$ cat config.mk
export PLATFORM = sky130hd
export DESIGN_NAME = ctw_transceiver
export DESIGN_NICKNAME = d
export VERILOG_FILES = /design/src/hw/ctw_pkg.sv /design/src/hw/ctw_transceiver.sv
export SDC_FILE = /design/constraint.sdc
export NUM_CORES = 1
export LEC_CHECK = 0
export BUFFER_PORTS_ARGS = -buffer_cell sky130_fd_sc_hd__buf_2
export CAP_MARGIN = 20
export CORE_ASPECT_RATIO = 1.1
export CORE_MARGIN = 3
export CORE_UTILIZATION = 55
export CTS_CLUSTER_DIAMETER = 200
export DETAILED_ROUTE_END_ITERATION = 8
export PLACE_DENSITY = 0.85
export SLEW_MARGIN = 20
export SYNTH_ARGS = -nofsm -noshare
export SYNTH_HDL_FRONTEND = slang
export SYNTH_SLANG_ARGS = --single-unit
$ cat constraint.sdc
create_clock -name clk_sys -period 4.03 [get_ports clk_sys]
set_clock_uncertainty 0.1 [all_clocks]
set_input_delay 0.403 -clock clk_sys [delete_from_list [all_inputs] [get_ports clk_sys]]
set_output_delay 0.403 -clock clk_sys [all_outputs]
set_load 0.01 [all_outputs]
$ cat src/hw/ctw_pkg.sv
`default_nettype none
package ctw_pkg;
   // Transceiver mode field; the upper bit marks an active receiver.
   localparam logic [1:0] MODE_OFF    = 2'h0;
   localparam logic [1:0] MODE_WAKE   = 2'h1;
   localparam logic [1:0] MODE_RXONLY = 2'h2;
   localparam logic [1:0] MODE_NORMAL = 2'h3;

   // Power mode of the surrounding chip, driven by its mode sequencer.
   typedef enum logic [2:0] {
      CHIP_NORMAL   = 3'h0,
      CHIP_STOP     = 3'h1,
      CHIP_SLEEP    = 3'h2,
      CHIP_RESTART  = 3'h3,
      CHIP_FAILSAFE = 3'h4
   } ctw_chip_mode_t;

   typedef enum logic [1:0] {
      WK_IDLE = 2'h0,
      WK_DOM1 = 2'h1,
      WK_REC  = 2'h3,
      WK_DOM2 = 2'h2
   } ctw_wake_state_t;

   // Register map, byte addresses.
   localparam logic [2:0] ADDR_CTRL   = 3'h0;
   localparam logic [2:0] ADDR_STATUS = 3'h4;

   // Control register fields.
   localparam int CTRL_MODE_LSB  = 0;
   localparam int CTRL_WDOG_BIT  = 2;
   localparam logic [1:0] CTRL_MODE_RST = MODE_OFF;
   localparam logic       CTRL_WDOG_RST = 1'b0;

   // Status register fields.
   localparam int ST_MODE_LSB    = 0;
   localparam int ST_WAKE_BIT    = 2;
   localparam int ST_IRQ_BIT     = 3;
   localparam int ST_FAULT_BIT   = 4;
   localparam int ST_TO_BIT      = 5;
   localparam int ST_ARMED_BIT   = 6;
   localparam int ST_GNDTERM_BIT = 7;

   typedef struct packed {
      logic       wdog_on_bus_wake;
      logic [1:0] mode;
   } ctw_ctrl_t;

   // Timing.
   localparam int CLK_PERIOD_NS       = 100;
   localparam int TX_EN_TIME_US       = 200;
   localparam int WAKE_PHASE_MIN_NS   = 500;
   localparam int WAKE_PHASE_MAX_US   = 1000;
   localparam int TX_DOM_TIMEOUT_US   = 2000;
   localparam int BUS_SILENCE_US      = 1000;
   localparam int TX_EN_CYC     = TX_EN_TIME_US * 1000 / CLK_PERIOD_NS;
   localparam int WAKE_MIN_CYC  = (WAKE_PHASE_MIN_NS + CLK_PERIOD_NS - 1) / CLK_PERIOD_NS;
   localparam int WAKE_MAX_CYC  = WAKE_PHASE_MAX_US * 1000 / CLK_PERIOD_NS;
   localparam int TX_TO_CYC     = TX_DOM_TIMEOUT_US * 1000 / CLK_PERIOD_NS;
   localparam int SILENCE_CYC   = BUS_SILENCE_US * 1000 / CLK_PERIOD_NS;
endpackage : ctw_pkg
`default_nettype wire

$ cat src/hw/ctw_transceiver.sv
// Overview of operation
// - Starts Off; Off allowed in every chip mode.
// - Off mode ignores bus wake activity.
// - Normal only by command in chip Normal.
// - Normal: driver follows transmit input level.
// - Early dominant suppressed until input returns high.
// - Normal: bus state shown on receive output.
// - Receive-only: driver off; chip Normal/Stop only.
// - Wake Capable by command; forced on Fail-Safe.
// - Bus wake drives receive low until mode change.
// - Wake pattern: dominant, recessive, dominant, bounded.
// - After wake mode still reads Wake Capable.
// - Mode toggle rearms wake detection.
// - Chip Stop/Sleep/Fail-Safe entry rearms detection.
// - Wake in Stop/Normal: interrupt and status.
// - Stop wake enables watchdog if configured.
// - Sleep wake: restart request, status, no interrupt.
// - Fail-Safe wake: restart; Restart wake: no restart; interrupt stays high.
// - Ground termination only after bus silence.
// - Dominant time-out forces bus recessive.
// - Time-out keeps mode, sets bus fault.
// - Driver resumes once time-out condition clears.
// - Mode upper bit set for Normal/Receive-only.
//
// Design decisions made here: the Avalon-MM interface to the registers and the register offsets.
`default_nettype none
module ctw_transceiver
   import ctw_pkg::*;
#(
   parameter int CNT_W        = 16,
   parameter int WAKE_MAX_C   = WAKE_MAX_CYC,
   parameter int TX_TO_C      = TX_TO_CYC,
   parameter int SILENCE_C    = SILENCE_CYC
)(
   // Clock and reset.
   input  wire logic           clk_sys,
   input  wire logic           rst_n,
   // Avalon-MM register slave.
   input  wire logic [2:0]     avs_address,
   input  wire logic           avs_read,
   input  wire logic           avs_write,
   input  wire logic [31:0]    avs_writedata,
   input  wire logic [3:0]     avs_byteenable,
   output logic [31:0]         avs_readdata,
   output logic                avs_waitrequest,
   // Chip power mode from the mode sequencer.
   input  wire ctw_chip_mode_t chip_mode,
   // Protocol controller pins.
   input  wire logic           can_tx_input,
   output logic                can_rx_output,
   output logic                irq_out_n,
   // Analog front end.
   input  wire logic           bus_rx_dec,
   output logic                bus_drive_dom,
   output logic                bus_drv_en,
   output logic                bus_gnd_term,
   // Requests to the chip sequencer and watchdog, one-cycle pulses.
   output logic                chip_restart_req,
   output logic                wdog_enable_req
);
   localparam logic [CNT_W-1:0] EN_C   = CNT_W'(TX_EN_CYC);
   localparam logic [CNT_W-1:0] WMIN_C = CNT_W'(WAKE_MIN_CYC);
   localparam logic [CNT_W-1:0] WMAX_C = CNT_W'(WAKE_MAX_C);
   localparam logic [CNT_W-1:0] TO_C   = CNT_W'(TX_TO_C);
   localparam logic [CNT_W-1:0] SIL_C  = CNT_W'(SILENCE_C);

   // Pin synchronisers.
   logic [1:0] tx_sync_r;
   logic [1:0] rx_sync_r;
   logic       tx_hi;
   logic       bus_dom;
   assign tx_hi   = tx_sync_r[1];
   assign bus_dom = ~rx_sync_r[1];

   // State.
   ctw_ctrl_t       ctrl_r;
   logic [1:0]      mode_prev_r;
   ctw_chip_mode_t  chip_prev_r;
   logic            wake_stat_r;
   logic            wake_irq_r;
   logic            fault_r;
   logic            armed_r;
   logic            woke_r;
   logic            gate_r;
   logic            to_act_r;
   logic [CNT_W-1:0] en_cnt_r;
   logic [CNT_W-1:0] to_cnt_r;
   logic [CNT_W-1:0] sil_cnt_r;
   logic [CNT_W-1:0] ph_cnt_r;
   ctw_wake_state_t wk_st_r;
   ctw_wake_state_t wk_st_nxt;
   logic            waitreq_r;
   logic [31:0]     rdata_r;
   logic            rx_out_r;
   logic            irq_n_r;
   logic            drv_dom_r;
   logic            drv_en_r;
   logic            gnd_r;
   logic            restart_r;
   logic            wdog_r;

   // Bus decode. A request is answered at the second edge after it appears.
   logic        bus_go;
   logic        bus_commit;
   logic        wr_ctrl;
   logic        wr_status;
   logic [31:0] status_word;
   logic [31:0] rd_mux;
   assign bus_go     = (avs_read | avs_write) & waitreq_r;
   assign bus_commit = avs_write & ~waitreq_r & avs_byteenable[0];
   assign wr_ctrl    = bus_commit & (avs_address == ADDR_CTRL);
   assign wr_status  = bus_commit & (avs_address == ADDR_STATUS);
   assign status_word = {24'h0, gnd_r, armed_r, to_act_r, fault_r,
                         wake_irq_r, wake_stat_r, ctrl_r.mode};
   assign rd_mux = (avs_address == ADDR_CTRL)   ? {29'h0, ctrl_r} :
                   (avs_address == ADDR_STATUS) ? status_word : 32'h0;

   // Mode selection legality per chip power mode.
   logic [1:0] req_mode;
   logic       req_legal;
   logic       chip_chg;
   logic       fs_entry;
   logic       rearm_chip;
   assign req_mode  = avs_writedata[CTRL_MODE_LSB +: 2];
   assign req_legal = (req_mode == MODE_OFF) ||
                      (req_mode == MODE_NORMAL && chip_mode == CHIP_NORMAL) ||
                      (req_mode == MODE_RXONLY &&
                       (chip_mode == CHIP_NORMAL || chip_mode == CHIP_STOP)) ||
                      (req_mode == MODE_WAKE && chip_mode != CHIP_FAILSAFE);
   assign chip_chg   = chip_mode != chip_prev_r;
   assign fs_entry   = chip_chg && chip_mode == CHIP_FAILSAFE;
   assign rearm_chip = chip_chg && (chip_mode == CHIP_STOP || chip_mode == CHIP_SLEEP ||
                                    chip_mode == CHIP_FAILSAFE);

   logic [1:0] mode_nxt;
   assign mode_nxt = fs_entry ? MODE_WAKE :
                     (wr_ctrl && req_legal) ? req_mode : ctrl_r.mode;

   logic in_normal;
   logic in_wake;
   logic rx_active;
   assign in_normal = ctrl_r.mode == MODE_NORMAL;
   assign in_wake   = ctrl_r.mode == MODE_WAKE;
   assign rx_active = ctrl_r.mode[1];

   // Wake pattern detector; only runs while armed in Wake Capable mode.
   logic wk_run;
   logic ph_ok;
   logic ph_long;
   logic wake_hit;
   assign wk_run   = in_wake & armed_r;
   assign ph_ok    = ph_cnt_r >= WMIN_C;
   assign ph_long  = ph_cnt_r >= WMAX_C;

   always_comb
   begin
      wk_st_nxt = wk_st_r;
      wake_hit  = 1'b0;
      case (wk_st_r)
         WK_IDLE:
         begin
            if (bus_dom)
               wk_st_nxt = WK_DOM1;
         end
         WK_DOM1:
         begin
            if (ph_long)
               wk_st_nxt = WK_IDLE;
            else if (!bus_dom)
               wk_st_nxt = ph_ok ? WK_REC : WK_IDLE;
         end
         WK_REC:
         begin
            if (ph_long)
               wk_st_nxt = WK_IDLE;
            else if (bus_dom)
               wk_st_nxt = ph_ok ? WK_DOM2 : WK_DOM1;
         end
         WK_DOM2:
         begin
            if (ph_long)
               wk_st_nxt = WK_IDLE;
            else if (!bus_dom)
            begin
               wk_st_nxt = WK_IDLE;
               wake_hit  = ph_ok;
            end
         end
         default:
            wk_st_nxt = WK_IDLE;
      endcase
      if (!wk_run)
      begin
         wk_st_nxt = WK_IDLE;
         wake_hit  = 1'b0;
      end
   end

   logic wk_edge;
   assign wk_edge = wk_st_nxt != wk_st_r;

   // Wake consequences depend on the chip mode at the moment of detection.
   logic wake_irq_set;
   logic wake_restart;
   logic wake_wdog;
   assign wake_irq_set = wake_hit &&
                         (chip_mode == CHIP_NORMAL || chip_mode == CHIP_STOP);
   assign wake_restart = wake_hit &&
                         (chip_mode == CHIP_SLEEP || chip_mode == CHIP_FAILSAFE);
   assign wake_wdog    = wake_hit && chip_mode == CHIP_STOP && ctrl_r.wdog_on_bus_wake;

   // Normal-mode transmit path.
   logic norm_entry;
   logic wake_entry;
   logic tx_dom_raw;
   assign norm_entry = in_normal && mode_prev_r != MODE_NORMAL;
   assign wake_entry = in_wake && mode_prev_r != MODE_WAKE;
   assign tx_dom_raw = in_normal & ~tx_hi;

   always_ff @(posedge clk_sys)
   begin
      tx_sync_r <= {tx_sync_r[0], can_tx_input};
      rx_sync_r <= {rx_sync_r[0], bus_rx_dec};
   end

   // Register file and bus handshake.
   always_ff @(posedge clk_sys)
   begin
      if (!rst_n)
      begin
         ctrl_r.mode             <= CTRL_MODE_RST;
         ctrl_r.wdog_on_bus_wake <= CTRL_WDOG_RST;
         waitreq_r               <= 1'b1;
         rdata_r                 <= 32'h0;
      end
      else
      begin
         ctrl_r.mode <= mode_nxt;
         if (wr_ctrl)
            ctrl_r.wdog_on_bus_wake <= avs_writedata[CTRL_WDOG_BIT];
         waitreq_r <= ~bus_go;
         if (bus_go)
            rdata_r <= rd_mux;
      end
   end

   // Status flags: a hardware set wins over a write-one clear.
   always_ff @(posedge clk_sys)
   begin
      if (!rst_n)
      begin
         wake_stat_r <= 1'b0;
         wake_irq_r  <= 1'b0;
         fault_r     <= 1'b0;
      end
      else
      begin
         wake_stat_r <= wake_hit |
                        (wake_stat_r & ~(wr_status & avs_writedata[ST_WAKE_BIT]));
         wake_irq_r  <= wake_irq_set |
                        (wake_irq_r & ~(wr_status & avs_writedata[ST_IRQ_BIT]));
         fault_r     <= (to_act_r == 1'b0 && to_cnt_r == TO_C && tx_dom_raw) |
                        (fault_r & ~(wr_status & avs_writedata[ST_FAULT_BIT]));
      end
   end

   // Mode history, arming and wake state.
   always_ff @(posedge clk_sys)
   begin
      if (!rst_n)
      begin
         mode_prev_r <= MODE_OFF;
         chip_prev_r <= CHIP_NORMAL;
         armed_r     <= 1'b1;
         woke_r      <= 1'b0;
         wk_st_r     <= WK_IDLE;
         ph_cnt_r    <= '0;
      end
      else
      begin
         mode_prev_r <= ctrl_r.mode;
         chip_prev_r <= chip_mode;
         if (!in_wake || rearm_chip)
         begin
            armed_r <= 1'b1;
            woke_r  <= 1'b0;
         end
         else if (wake_hit)
         begin
            armed_r <= 1'b0;
            woke_r  <= 1'b1;
         end
         wk_st_r <= wk_st_nxt;
         // The sample that opens a phase counts too, so a minimum-length phase passes.
         if (!wk_run)
            ph_cnt_r <= '0;
         else if (wk_edge)
            ph_cnt_r <= CNT_W'(1);
         else if (!ph_long)
            ph_cnt_r <= ph_cnt_r + 1'b1;
      end
   end

   // Enable time, dominant time-out and bus silence counters.
   always_ff @(posedge clk_sys)
   begin
      if (!rst_n)
      begin
         gate_r    <= 1'b1;
         en_cnt_r  <= '0;
         to_act_r  <= 1'b0;
         to_cnt_r  <= '0;
         sil_cnt_r <= '0;
      end
      else
      begin
         if (!in_normal || norm_entry)
         begin
            gate_r   <= 1'b1;
            en_cnt_r <= EN_C;
         end
         else if (en_cnt_r != '0)
            en_cnt_r <= en_cnt_r - 1'b1;
         else if (tx_hi)
            gate_r <= 1'b0;
         if (!tx_dom_raw)
         begin
            to_cnt_r <= '0;
            to_act_r <= 1'b0;
         end
         else if (to_cnt_r != TO_C)
            to_cnt_r <= to_cnt_r + 1'b1;
         else
            to_act_r <= 1'b1;
         if (!in_wake || wake_entry)
            sil_cnt_r <= SIL_C;
         else if (bus_dom)
            sil_cnt_r <= SIL_C;
         else if (sil_cnt_r != '0)
            sil_cnt_r <= sil_cnt_r - 1'b1;
      end
   end

   // Registered pin and request outputs.
   always_ff @(posedge clk_sys)
   begin
      if (!rst_n)
      begin
         rx_out_r  <= 1'b1;
         irq_n_r   <= 1'b1;
         drv_dom_r <= 1'b0;
         drv_en_r  <= 1'b0;
         gnd_r     <= 1'b0;
         restart_r <= 1'b0;
         wdog_r    <= 1'b0;
      end
      else
      begin
         rx_out_r  <= rx_active ? rx_sync_r[1] :
                      ~(in_wake & (woke_r | wake_hit));
         irq_n_r   <= ~(wake_irq_r | wake_irq_set);
         drv_en_r  <= in_normal & ~gate_r & ~to_act_r;
         drv_dom_r <= tx_dom_raw & ~gate_r & ~to_act_r;
         gnd_r     <= in_wake & ~woke_r & (sil_cnt_r == '0);
         restart_r <= wake_restart;
         wdog_r    <= wake_wdog;
      end
   end

   assign avs_readdata     = rdata_r;
   assign avs_waitrequest  = waitreq_r;
   assign can_rx_output    = rx_out_r;
   assign irq_out_n        = irq_n_r;
   assign bus_drive_dom    = drv_dom_r;
   assign bus_drv_en       = drv_en_r;
   assign bus_gnd_term     = gnd_r;
   assign chip_restart_req = restart_r;
   assign wdog_enable_req  = wdog_r;
endmodule : ctw_transceiver
`default_nettype wire

======== Yosys cells after proc, flatten, opt, wreduce, memory -nomap -nowiden ========
Index checks and enable logic that the tools add are counted.
storage, ports and cells
  bits in latches ......................... 0
  output and inout bits ................... 40
  RAM bits ................................ 0
  memories ................................ 0
  input port bits ......................... 48
  ROM bits ................................ 0
  flip-flop bits (word level) ............. 125
  word-level logic and storage cells ...... 169
operators by class
  multiplexer cells ....................... 27
  multiply operators ...................... 0
  bitwise logic cells ..................... 41
  equality and inequality tests ........... 21
  reductions and logical operators ........ 43
  divide/modulo/power cells ............... 0
  shift operators ......................... 0
  $add $sub $neg .......................... 4
  order comparisons ....................... 2
operators by type and width
  operator                                                              count
  two-way mux 14 bit                                                    3
  adder 16 x 1 -> 16 bit (second input constant)                        2
  nonzero test 16 bit                                                   2
  subtractor 16 x 1 -> 16 bit (second input constant)                   2
  two-way mux 11 bit                                                    2
  bitwise AND 1 bit                                                     20
  two-way mux 2 bit                                                     10
  == test 16 x 15 -> 1 bit (second input constant)                      1
  greater-or-equal comparator 16 x 14 -> 1 bit (second input constant)  1
  greater-or-equal comparator 16 x 3 -> 1 bit (second input constant)   1
  zero test 16 bit                                                      1
  two-way mux 8 bit                                                     2
  inequality test 16 x 15 -> 1 bit (second input constant)              1
  NOT 1 bit                                                             15
  logical AND 1 bit                                                     14
  == test 2 bit (second input constant)                                 5
  logical OR 1 bit                                                      10
  two-way mux 1 bit                                                     9
  one-hot mux 2 bit (4 select lines)                                    1
  == test 2 x 1 -> 1 bit (second input constant)                        3
  == test 3 bit (second input constant)                                 2
  zero test 3 bit                                                       2
  bitwise OR 1 bit                                                      6
  AND reduction 2 bit                                                   3
  other kinds (13)                                                      20

======== Longest topological paths before layout ========
  depth after elaboration ................. 9
  gate-level depth with buffers ........... 7
  gate-level depth less buffers ........... 6

======== Worst setup path before layout ========
No wires, ideal clock.
  kind .................................... reg-to-reg
  start point ............................. register en_cnt_r[7]
  end point ............................... register en_cnt_r[13]
  clock period less this slack ............ 2085 ps
  data required time ...................... 3858 ps
  setup slack ............................. 1945 ps
  library setup time ...................... 72 ps
  cell stages (with the launch flop) ...... 6
  arrival ................................. 1913 ps
  buffers on the path ..................... 1
  path through ............................ dfxtp_1 or4_1 or4_1 clkbuf_2 nor4_2 mux2i_1
on the way
  word-level cells in the longest chain between the ends .. 1
  elaborated cells on any way between the ends .. 2
  those cells by class .................... add/sub: 1; reduce/logical: 1
ends and longest elaborated chain
  element                                                                    line                                            RTL
  from (decl)                                                                ctw_transceiver.sv:86                           logic [CNT_W-1:0] en_cnt_r;
  from (signal assigned)                                                     ctw_transceiver.sv:323                          en_cnt_r <= en_cnt_r - 1'b1;
  subtractor 16 x 1 -> 16 bit / nonzero test 16 bit (equally long branches)  ctw_transceiver.sv:323, ctw_transceiver.sv:322
Several ways; a longest one is shown, not always the timed one.
A chain may end at the register's enable or synchronous reset.

======== Worst setup path in the final report ========
  start point ............................. register ctrl_r[1] in the netlist's numbering
  end point ............................... register sil_cnt_r[11]
on the way
  word-level cells in the longest chain between the ends .. 4
  elaborated cells on any way between the ends .. 5
  those cells by class .................... eq/ne: 1; reduce/logical: 4
ends and longest elaborated chain
  element                                                      line                                            RTL
  from (decl)                                                  ctw_transceiver.sv:76                           ctw_ctrl_t ctrl_r;
  == test 2 x 1 -> 1 bit (*)                                   ctw_transceiver.sv:143                          assign in_wake = ctrl_r.mode == MODE_WAKE;
  zero test 1 bit / logical AND 1 bit (equally long branches)  ctw_transceiver.sv:335, ctw_transceiver.sv:217
  logical OR 1 bit (*)                                         ctw_transceiver.sv:335                          if (!in_wake || wake_entry)
  OR reduction 3 bit (no line) (*)                             --
  to (signal assigned)                                         ctw_transceiver.sv:340                          sil_cnt_r <= sil_cnt_r - 1'b1;
  to (decl)                                                    ctw_transceiver.sv:88                           logic [CNT_W-1:0] sil_cnt_r;
Every way passes the cells marked *; elsewhere a longest branch is shown, timed or not.

==> impl_metrics.env <==
export IMPL_path_clk_slew_ns=0.10
export IMPL_r2r_end="sil_cnt_r[11]"
export IMPL_most_frequent_standard_cell_in_the_layout_excluding_fill_and_tap_cells="dfxtp_1"
export IMPL_grt_setup_unrepaired="no"
export IMPL_avgViaCountPerCell=6.18
export IMPL_syn_area_per_cell_um2=8.68
export IMPL_post_synth_top_area_cell="dfxtp_1"
export IMPL_worst_slew_pin_slew_ns=0.939
export IMPL_cts_hold_buffers=0
export IMPL_cts_repair_resized=0
export IMPL_clk_insertion_delay_late_ns=0.37
export IMPL_route_antenna_remaining_nets=0
export IMPL_slew_violations=0
export IMPL_ctsHtreeMaxLevel=3
export IMPL_placedInstanceArea_um2=5150
export IMPL_tritoncts_num_sinks=101
export IMPL_clock_root_buffer="clkbuf_8"
export IMPL_routabilityCongestion=0.909
export IMPL_dr_first_iter_drc_count=244
export IMPL_crit_reg2reg_launch="ctrl_r[1]"
export IMPL_drc_errors=0
export IMPL_cts_path_max_buffers=2
export IMPL_synth_main_ff_cell="dfxtp_1"
export IMPL_worst_case_register_to_register_setup_slack_ns=1.62
export IMPL_synth_distinct_cells=68
export IMPL_areaGrowthSynthToFinish_pct=6.65
export IMPL_first_global_vias=4112
export IMPL_grt_first_pass_wirelength_mm=18.3
export IMPL_power_leakage_nw=1.94
export IMPL_num_nets_final=656
export IMPL_min_delay_path_class="in2reg"
export IMPL_core_area_um2=8630
export IMPL_rows=35
export IMPL_critPathRequiredTime_ns=4.22
export IMPL_final_setup_tns_ns=0
export IMPL_globalRouteTotalUtil_pct=21.0
export IMPL_antenna_found_initial=0
export IMPL_maximum_number_of_pins_on_one_net_before_global_route_repair=26
export IMPL_netlist_top_cells_area="dfxtp_1 (40%), buf_4 (3.6%), nand2_1 (3.1%)"
export IMPL_cts_setup_buffers=0
export IMPL_die_height_um=106
export IMPL_layout_worst_path_cycle_share_pct=59.8
export IMPL_power_density_nw_per_um2=333
export IMPL_ys_ff_latch=101
export IMPL_cts_tree="yes"
export IMPL_r2r_cells=4
export IMPL_status="finished clean"
export IMPL_stdcell_area_um2=5360
export IMPL_timing_critical_path_fanout_max=14
export IMPL_post_layout_total_power_mw=1.78
export IMPL_nature_of_the_critical_path_endpoint="flop"
export IMPL_final_cell_mix="dfxtp_1 (101), nand2_1 (41), nor2_1 (38)"
export IMPL_yosys_warnings=0
export IMPL_final_layout_size_suffix_gt1_share_pct=10.9
export IMPL_routedWlPerCell_um=15.2
export IMPL_crit_type="reg2reg"
export IMPL_drt_pre_antenna_iters=5
export IMPL_maxClockFrequency_ghz=0.415
export IMPL_num_vias=4428
export IMPL_worst_slew_margin_rel_pct=37.1
export IMPL_synth_sequential_area_ratio_pct=40.2
export IMPL_detail_route_wirelength_mm=10.9
export IMPL_synth_async_sr_flop_share_pct=0
export IMPL_critical_path_startpoint_type="flop"
export IMPL_post_synth_inst_count=579
export IMPL_timing_max_cap_violations=0
export IMPL_globalRoute_totalOverflow=0
export IMPL_number_of_enable_type_register_cells_in_the_synthesized_netlist=0
export IMPL_finalHoldViolations=0
export IMPL_layout_core_utilization_pct=62.1
export IMPL_start_util_pct=58.2
export IMPL_total_die_area_um2=10300
export IMPL_finalSetupViolCount=0
export IMPL_antenna_fix_cells=0
export IMPL_vdd_ir_drop_max_mv=0.300
export IMPL_startpoint_of_the_worst_setup_timing_path="ctrl_r[1]"
export IMPL_dpl_hpwl_mm=7.66
export IMPL_floorplan_io_pins=88
export IMPL_period_needed_ns=2.41
export IMPL_io_buffers=33
export IMPL_die_width_um=97.1
export IMPL_synth_largest_type_area_fraction_pct=40.2
export IMPL_critPathArrivalTime_ns=2.60
export IMPL_critical_path_endpoint="sil_cnt_r[11]"
export IMPL_cts_buffers=9
export IMPL_hold_path_startpoint="can_tx_input"
export IMPL_synthesis_area_um2=5020
==> routing by layer <==
metal	part of all wire, %	vias up	GRT usage [%]
met3	5.6	33	2.69
met2	48	158	35.4
met5	0	-	0
met1	43	2093	26.1
li1	-	2144	-
met4	3.4	0	11.3
==> Yosys cell counts, types with 9 or more instances <==
| cell type | n |
|---|---|
| dfxtp_1 | 101 |
| nand2_1 | 41 |
| nor2_1 | 38 |
| buf_4 | 24 |
| a21oi_1 | 22 |
| inv_1 | 22 |
| nand3_1 | 21 |
| nor3_1 | 21 |
| o21ai_0 | 20 |
| or3_1 | 19 |
| a211oi_1 | 18 |
| clkbuf_1 | 17 |
| nor4_1 | 15 |
| mux2i_1 | 14 |
| nand4_1 | 12 |
| or4_1 | 12 |
| o21a_1 | 10 |
| nor3b_1 | 9 |
| o31ai_1 | 9 |
| xnor2_1 | 9 |
==> through the flow <==
stage	cells	setup WS (ns)	hold slack (ns)
global placement	700	1.59	0.217
detailed placement	700	1.56	0.224
global route	716	1.42	0.00484
finish	716	1.62	0.0280
CTS	716	1.61	0.00909
floorplan	602	1.95	0.210
==> flip-flops by register name, indices dropped and copies added, names as in the netlist, 2 cells and up <==
signal,flops
rx_sync_r,2
ctrl_r,3
to_cnt_r,16
wk_st_r,2
chip_prev_r,3
avs_readdata,8
tx_sync_r,2
ph_cnt_r,16
mode_prev_r,2
en_cnt_r,16
sil_cnt_r,16
==> cell type report <==
cell class | count | area (um2)
fillers | 733 | 3270
inverters | 22 | 82.6
repair buffers | 34 | 173
multi-input cells | 432 | 2740
clock inverters | 4 | 55.1
flip-flops and latches | 101 | 2020
clock buffers | 12 | 145
well taps | 111 | 139
==> worst min path at each step <==
stage                     cells after the start  slack, ns            to
after floorplan                               0       0.21  rx_sync_r[1]
after detailed placement                      0       0.22  rx_sync_r[1]
after global routing                          1      0.005  tx_sync_r[0]
after global placement                        0       0.22  rx_sync_r[1]
final                                         1       0.03  tx_sync_r[0]
after CTS                                     1      0.009  tx_sync_r[0]
==> power breakdown <==
part           internal [mW]  total, mW  switching, mW
Sequential              1.01       1.03         0.0154
Combinational         0.0354     0.0996         0.0642
Clock                  0.308      0.659          0.350
Total                   1.35       1.78          0.430
==> logic make-up (layout without fill, tap and decap cells) <==
group | Yosys count | count (layout) | share of synthesized area [%]
buffers and inverters | 69 | 72 | 7.02
XOR/XNOR | 14 | 14 | 2.44
AND/OR/NAND/NOR | 241 | 241 | 27.1
flip-flops | 101 | 101 | 40.2
multiplexers | 16 | 16 | 3.24
other | 1 | 24 | 0.0746
AO/OA/AOI/OAI | 129 | 129 | 17.9
adder cells (fa/ha/maj) | 8 | 8 | 1.99
==> worst max-delay path, cell delays in order (launching register included) <==
cell and delay [ns]:
dfxtp_1 0.46, nor4bb_1 0.66, nand3_1 0.44, or4_1 0.60
o21ai_0 0.07
(Power assumes the default switching activity.)
